===== src/rtl/opcr_regs.svh =====
// register offsets, field positions and reset values for the output pair control bank
`ifndef OPCR_REGS_SVH
`define OPCR_REGS_SVH
// offsets 0x1f and 0x20 are not both multiples of four: they are word indices
`define OPCR_IDX_FIRST 8'h1f
`define OPCR_IDX_SECOND 8'h20
`define OPCR_MUX_BIT 7
`define OPCR_FMT_HI 6
`define OPCR_FMT_LO 5
`define OPCR_DRA_HI 4
`define OPCR_DRA_LO 3
`define OPCR_DRB_HI 2
`define OPCR_DRB_LO 1
`define OPCR_RST_MUX 1'h1
`define OPCR_RST_FMT 2'h1
`define OPCR_RST_DRA 2'h2
`define OPCR_RST_DRB 2'h0
`define OPCR_HSIZE_WORD 3'h2
`define OPCR_HTRANS_NONSEQ 2'h2
`define OPCR_HTRANS_SEQ 2'h3
`endif


===== src/rtl/opcr_pkg.sv =====
// types of the output pair control bank
package opcr_pkg;
	typedef enum logic [1:0] {
		OPCR_FMT_OFF = 2'h0,
		OPCR_FMT_ACDIFF = 2'h1,
		OPCR_FMT_HCSL = 2'h2,
		OPCR_FMT_CMOS = 2'h3
	} opcr_fmt_e;
	typedef enum logic [1:0] {
		OPCR_LEG_TRI = 2'h0,
		OPCR_LEG_LOW = 2'h1,
		OPCR_LEG_INV = 2'h2,
		OPCR_LEG_TRUE = 2'h3
	} opcr_leg_e;
	typedef struct packed {
		opcr_fmt_e format;
		logic [1:0] drive_a;
		logic [1:0] drive_b;
	} opcr_chan_s;
	typedef struct packed {
		logic [7:0] addr;
		logic write;
	} opcr_req_s;
endpackage : opcr_pkg


===== src/rtl/opcr_top.sv =====
// output pair control registers behind an ahb-lite slave
// Notes on behaviour
// - bit 7 of the first register picks synth_a (0) or synth_b (1) for both channels, reset 1.
// - bits 6:5 of the first register set channel 0 format off, ac diff, hcsl, cmos, reset 1.
// - bits 6:5 of the second register set channel 1 format with the same codes, reset 1.
// - bits 4:3 of the first register set channel 0 tail current or cmos positive leg, reset 2.
// - bits 4:3 of the second register set channel 1 tail current or positive leg, reset 2.
// - bits 2:1 of the first register set channel 0 hcsl load or cmos negative leg, reset 0.
// - bits 2:1 of the second register set channel 1 hcsl load or negative leg, reset 0.
`timescale 1ns/1ns
`include "opcr_regs.svh"
module opcr_top
	import opcr_pkg::*;
(
	input wire logic hclk,
	input wire logic hresetn,
	input wire logic hsel,
	input wire logic [31:0] haddr,
	input wire logic [1:0] htrans,
	input wire logic hwrite,
	input wire logic [2:0] hsize,
	input wire logic [31:0] hwdata,
	input wire logic hready,
	output logic hreadyout,
	output logic hresp,
	output logic [31:0] hrdata,
	output logic pair_source_select,
	output opcr_chan_s first_channel,
	output opcr_chan_s second_channel,
	output logic first_channel_off,
	output logic second_channel_off,
	output logic [1:0] first_channel_drive_a,
	output logic [1:0] first_channel_drive_b,
	output logic [1:0] second_channel_drive_a,
	output logic [1:0] second_channel_drive_b
);
	opcr_req_s req_q;
	logic dphase_q;
	logic pair_mux_q;
	logic [7:0] first_rd;
	logic [7:0] second_rd;
	logic addr_ok;
	logic take;
	logic wr_first;
	logic wr_second;
	opcr_chan_s chan_arr [2];
	logic [1:0] chan_wr;

	// word index from a byte address, used at decode
	function automatic logic [7:0] opcr_index(input logic [31:0] a);
		opcr_index = a[9:2];
	endfunction : opcr_index

	// write strobe of one register index during a data phase
	function automatic logic opcr_wr_hit(input logic ph, input opcr_req_s r, input logic [7:0] idx);
		opcr_wr_hit = ph && r.write && (r.addr == idx);
	endfunction : opcr_wr_hit

	// address phase accepted on a valid whole-word transfer to this bank
	assign addr_ok = (haddr[31:10] == 22'h00_0000) && (haddr[1:0] == 2'h0);
	assign take = hsel && hready && (htrans == `OPCR_HTRANS_NONSEQ
		|| htrans == `OPCR_HTRANS_SEQ) && hsize == `OPCR_HSIZE_WORD;

	// captured address phase
	always_ff @(posedge hclk or negedge hresetn) begin
		if (!hresetn) begin
			req_q <= '0;
			dphase_q <= 1'b0;
		end else if (hready) begin
			dphase_q <= take && addr_ok;
			req_q.addr <= opcr_index(haddr);
			req_q.write <= hwrite;
		end
	end

	// zero wait states, always okay
	assign hreadyout = 1'b1;
	assign hresp = 1'b0;
	assign wr_first = opcr_wr_hit(dphase_q, req_q, `OPCR_IDX_FIRST);
	assign wr_second = opcr_wr_hit(dphase_q, req_q, `OPCR_IDX_SECOND);

	// source mux bit of the pair
	always_ff @(posedge hclk or negedge hresetn) begin
		if (!hresetn) begin
			pair_mux_q <= `OPCR_RST_MUX;
		end else if (wr_first) begin
			pair_mux_q <= hwdata[`OPCR_MUX_BIT];
		end
	end

	// channel fields, one instance per channel, bit 7 never stored
	assign chan_wr = {wr_second, wr_first};
	genvar g;
	generate
		for (g = 0; g < 2; g++) begin : gen_chan
			opcr_chan_field opcr_chan_field_inst (
				.hclk(hclk),
				.hresetn(hresetn),
				.wr_en(chan_wr[g]),
				.wr_data(hwdata[7:0]),
				.chan_q(chan_arr[g])
			);
		end
	endgenerate
	assign first_channel = chan_arr[0];
	assign second_channel = chan_arr[1];

	// read images with reserved bits zero
	assign first_rd = {pair_mux_q, first_channel.format, first_channel.drive_a,
		first_channel.drive_b, 1'b0};
	assign second_rd = {1'b0, second_channel.format, second_channel.drive_a,
		second_channel.drive_b, 1'b0};

	// read data mux, unmapped reads zero
	always_comb begin
		hrdata = 32'h0000_0000;
		if (dphase_q && !req_q.write) begin
			case (req_q.addr)
				`OPCR_IDX_FIRST: hrdata = {24'h00_0000, first_rd};
				`OPCR_IDX_SECOND: hrdata = {24'h00_0000, second_rd};
				default: hrdata = 32'h0000_0000;
			endcase
		end
	end

	// driver controls
	assign pair_source_select = pair_mux_q;
	assign first_channel_off = (first_channel.format == OPCR_FMT_OFF);
	assign second_channel_off = (second_channel.format == OPCR_FMT_OFF);
	assign first_channel_drive_a = first_channel.drive_a;
	assign first_channel_drive_b = first_channel.drive_b;
	assign second_channel_drive_a = second_channel.drive_a;
	assign second_channel_drive_b = second_channel.drive_b;
endmodule : opcr_top


===== src/rtl/opcr_chan_field.sv =====
// one channel's format and drive fields, with reset value and update
`timescale 1ns/1ns
`include "opcr_regs.svh"
module opcr_chan_field
	import opcr_pkg::*;
(
	input wire logic hclk,
	input wire logic hresetn,
	input wire logic wr_en,
	input wire logic [7:0] wr_data,
	output opcr_chan_s chan_q
);
	// field store, reserved bits are not kept
	always_ff @(posedge hclk or negedge hresetn) begin
		if (!hresetn) begin
			chan_q.format <= opcr_fmt_e'(`OPCR_RST_FMT);
			chan_q.drive_a <= `OPCR_RST_DRA;
			chan_q.drive_b <= `OPCR_RST_DRB;
		end else if (wr_en) begin
			chan_q.format <= opcr_fmt_e'(wr_data[`OPCR_FMT_HI:`OPCR_FMT_LO]);
			chan_q.drive_a <= wr_data[`OPCR_DRA_HI:`OPCR_DRA_LO];
			chan_q.drive_b <= wr_data[`OPCR_DRB_HI:`OPCR_DRB_LO];
		end
	end
endmodule : opcr_chan_field


===== config.mk =====
export PLATFORM = sky130hd
export DESIGN_NAME = opcr_top
export DESIGN_NICKNAME = d
export VERILOG_FILES = /design/src/rtl/opcr_pkg.sv /design/src/rtl/opcr_top.sv /design/src/rtl/opcr_chan_field.sv
export VERILOG_INCLUDE_DIRS = /design/src /design/src/rtl
export SDC_FILE = /design/constraint.sdc
export NUM_CORES = 1
export LEC_CHECK = 0
export BUFFER_PORTS_ARGS = -buffer_cell sky130_fd_sc_hd__buf_2
export CORE_UTILIZATION = 38
export DETAILED_ROUTE_END_ITERATION = 7
export PLACE_DENSITY = 0.79
export REMOVE_ABC_BUFFERS = 1
export SLEW_MARGIN = 20
export SYNTH_ARGS = -nofsm -noshare
export SYNTH_HDL_FRONTEND = slang
export SYNTH_HIERARCHICAL = 1
export SYNTH_SLANG_ARGS = --single-unit

===== constraint.sdc =====
create_clock -name hclk -period 1.99 [get_ports hclk]
set_clock_uncertainty 0.15 [all_clocks]
set_input_delay 0.199 -clock hclk [delete_from_list [all_inputs] [get_ports hclk]]
set_output_delay 0.199 -clock hclk [all_outputs]
set_load 0.05 [all_outputs]

**Word-level counts from Yosys, hierarchy flattened**

Index checks and enable logic that the tools add are counted.

- Equality and inequality tests: 5
- Multiplexer cells: 2
- Reductions and logical operators: 15

Operator list:

| kind | number |
|---|---|
| $logic_not 22->1 | 1 |
| $pmux 8 s2 | 1 |
| $logic_and 1x1->1 | 9 |
| $eq 8x5->1 const B | 1 |
| $eq 8x6->1 const B | 1 |
| $mux 8 | 1 |
| $logic_not 2->1 | 3 |
| $eq 2x2->1 const B | 2 |
| $eq 3x2->1 const B | 1 |
| $logic_not 1->1 | 1 |
| $logic_or 1x1->1 | 1 |

- Logic and storage cells: 32
- Register bits after elaboration: 23

**Longest topological paths before layout**

- Depth after elaboration: 5
- Mapped depth: 6
- Mapped depth without buffers: 4

**Modules after synthesis**

The synthesis kept the hierarchy.

By module, submodules not included:

| module | area each (um^2) | times used | seq. area each (um^2) | cells an instance |
|---|---|---|---|---|
| opcr_top | 965.9 | 1 | 276.5 | 106 |
| opcr_chan_field | 254.0 | 2 | 152.6 | 13 |

**Least setup slack after synthesis**

Ideal clock, no wire load.

- Path type: flip-flop to output port
- Start: register req_q[7] (netlist bit)
- End: output hrdata[7]
- Setup slack: -0.229 ns
- Path buffers: 1
- Data arrival time: 1.870 ns
- Data required time: 1.641 ns
- Cell stages (with the launch flop): 5
- Cells stage by stage: dfrtp_1 -> and4bb_1 -> buf_6 -> nand2_1 -> nor3_1

- Longest elaborated chain between the ends: 3

RTL lines:

| item | RTL line | RTL |
|---|---|---|
| start: declaration | opcr_top.sv:37 | `opcr_req_s req_q;` |
| $eq 8x6->1 or $eq 8x5->1 (tied branches) | opcr_top.sv:118 | `case (req_q.addr)` |
| $pmux 8 s2 (*) | opcr_top.sv:118 |  |
| $mux 8 (*) | opcr_top.sv:117 | `if (dphase_q && !req_q.write) begin` |
| end: declaration | opcr_top.sv:26 | `output logic [31:0] hrdata,` |

Mark *: on every way between the ends. The rest lies on a longest branch, timed or not.

**Worst setup path in the final report**

- Start: register req_q[7] (netlist bit)
- End: output hrdata[4]

The elaborated chain is that of the path after synthesis.

==> reports/metrics.csv <==
metric;value;unit
status;complete, no violations;
gp_congestion;0.769;
critPathMaxFanout;4;
drtIter0Drc;39;
netlist_instances;132;
period_share;99.3;%
track_usage;16.3;%
dp_hpwl;2470;um
min_from;hwdata[7];
stdcell_area;1930;um2
relSlewSlack;65.0;%
area_growth;30.9;%
min_path_type;primary input to register;
yosysUniqueCellTypes;24;
cts_tree;built;
dpl_cell_area;1750;um2
cellLeakagePower;0.975;nW
netSwitchingFraction;32.4;%
overflow;0;
die_area;4130;um2
first_pass_iters;4;
hold_violations;0;
antenna_cells;0;
port_buffers;77;
viasPerCell;4.58;
rsz0062_at_grt;yes;
synth_area_leaders;dfrtp_1 (31%), buf_4 (18%), mux2_4 (13%);
ys_ff_latch;23;
cp.required;1.64;ns
synthTopCellsByCount;buf_4 (36), dfrtp_1 (18), mux2_4 (13), nand3_1 (12), mux2_2 (9);
slowest_delay;0.41;ns
clk_latency;0.26;ns
wl_per_cell;12.7;um
worst_slew_pin_slew;0.526;ns
fmax;506;MHz
slew_viol_final;0;
ys_seq_area_share;39.5;%
yosysMostFrequentCell;buf_4;
r2r_start;req_q[5];
cp-startpoint;req_q[7];
die_w;64.3;um
drc;0;
critPathSlowestCell;dfrtp_1;
synth_enable_flop_cells;0;
vias;1185;
clockPowerShare;27.8;%
switchingPower;0.339;mW
cts_buffer_depth;2;
cp-end-kind;primary output;
synth_area_per_cell;11.2;um2
detail-route-antenna-nets;0;
crit_chain;and4bb_4 -> buf_4 -> nand3_1 -> a21oi_2 -> buf_6;
finalWirelength;3290;um
fin_crit;1.98;ns
grt_pass1_wl;5260;um
worst-setup-path-type;register to primary output;
drive_above_1_share;63.5;%
setup-violations-final;0;
power_frac_comb;23.8;%
p_per_area;542;nW/um2
fp.dieH;64.3;um
fin_nets;286;
cts_htree_levels;1;
start_util;40.0;%
cp.arrival;1.63;ns
async_flop_share;100;%
yosysWarnings;6;
clock-sinks;23;
core;3690;um2
fill_cells;355;
rows;22;
grt_max_degree;24;
cts_root_buffer;clkbuf_8;
yosysTopAreaCell;dfrtp_1;
antenna_found_initial;0;
total_power;1.05;mW
grt_pass1_vias;1175;
ys.flop_type;dfrtp_1;
ir_drop;0.359;mV
maxCapViolCount;0;
syn_area;1470;um2
synth_top_area_share;30.6;%
critPathLaunchType;register;
clk_pin_slew_worst_paths;0.09;ns
p_seq_share;48.4;%
io_pins;131;
p_int;0.707;mW
cts-buffers-inserted;3;
finalSetupTns;0;ns
timing repair:
item | 4_1_cts | 5_1_grt
endpoints found under the setup margin | 7 | 7
hold buffers | 1 | 0
gates resized for setup | 11 | 14
hold endpoints to repair | 18 | 0
pin swaps | 2 | 5
setup buffers | 2 | 4
path summary, 6_finish.rpt:
check / depth (start not counted) / end / slack (ns)
max reg2reg: 6 / gen_chan[0].opcr_chan_field_inst/chan_q[1] / 0.10
min: 2 / pair_source_select / 0.01
min in group asynchronous: 2 / gen_chan[0].opcr_chan_field_inst/chan_q[2] / 0.30
min reg2reg: 1 / req_q[6] / 0.39
max: 5 / hrdata[4] / 0.01
max in group asynchronous: 2 / gen_chan[1].opcr_chan_field_inst/chan_q[3] / 1.03
routing by layer:
layer  wire length [um]  vias up  track usage, %
li1                   -      555               -
met5                  0        -               0
met1               1290      561            18.7
met4                 21        0            2.78
met3                253        4            4.82
met2               1720       65            29.9
metrics by stage:
stage / utilization [%] / worst slack, ns / hold WS (ns) / std cells
after CTS: 50.1 / 0.00190 / 0.00304 / 255
after floorplan: - / -0.300 / -0.247 / 117
after global routing: 52.3 / -0.0727 / 0.0102 / 259
after detailed placement: 47.4 / 0.124 / 0.0607 / 248
after global placement: 47.4 / 0.131 / 0.0449 / 248
final: 52.3 / 0.0137 / 0.0126 / 259
worst max-delay path, delay by kind of cell, from the launching register on:
kind / cells / cell delay [ns]
DFF: 1 / 0.41
buffers and inverters: 2 / 0.31
AOI/OAI and AO/OA: 1 / 0.18
and+or+nand+nor: 2 / 0.47
sequential cells by signal, indices dropped and copies added (netlist names):
signal                                flops
gen_chan.opcr_chan_field_inst/chan_q     12
req_q                                     9
dphase_q                                  1
pair_source_select                        1
power by group through the flow:
| stage | logic, mW | registers [mW] | clock network [mW] |
|---|---|---|---|
| global placement | 0.228 | 0.514 | 0 |
| global route | 0.265 | 0.511 | 0.325 |
| CTS | 0.238 | 0.507 | 0.307 |
| detailed placement | 0.232 | 0.516 | 0 |
| finish | 0.249 | 0.506 | 0.291 |
| floorplan | 0.150 | 0.518 | 0 |
logic make-up after synthesis:
| family | Yosys count | share of synthesized area [%] |
|---|---|---|
| AO/OA/AOI/OAI | 7 | 2.46 |
| buffers and inverters | 43 | 21.7 |
| flip-flops | 23 | 39.5 |
| multiplexers | 22 | 20.1 |
| other | 2 | 0.510 |
| AND/OR/NAND/NOR | 35 | 15.7 |
placed cells by master (no fill, tap or decap), types with 4 or more instances in the layout:
cell type	Yosys	routed
buf_2	1	70
conb_1	2	27
dfrtp_1	18	18
buf_4	36	14
mux2_4	13	13
nand3_1	12	10
mux2_2	9	9
a21oi_2	0	5
nor4_1	5	5
dfstp_2	5	5
buf_6	3	5
nor2_1	4	4
final cells by class:
type,count,area [um2],area share (%)
multi-input cells,91,704,36.5
flip-flops and latches,23,582,30.2
repair buffers,90,522,27.0
well taps,48,60.1,3.11
clock buffers,3,41.3,2.14
inverters,3,15.0,0.778
clock inverters,1,5.00,0.259
Power figures use the tool's default switching activity.
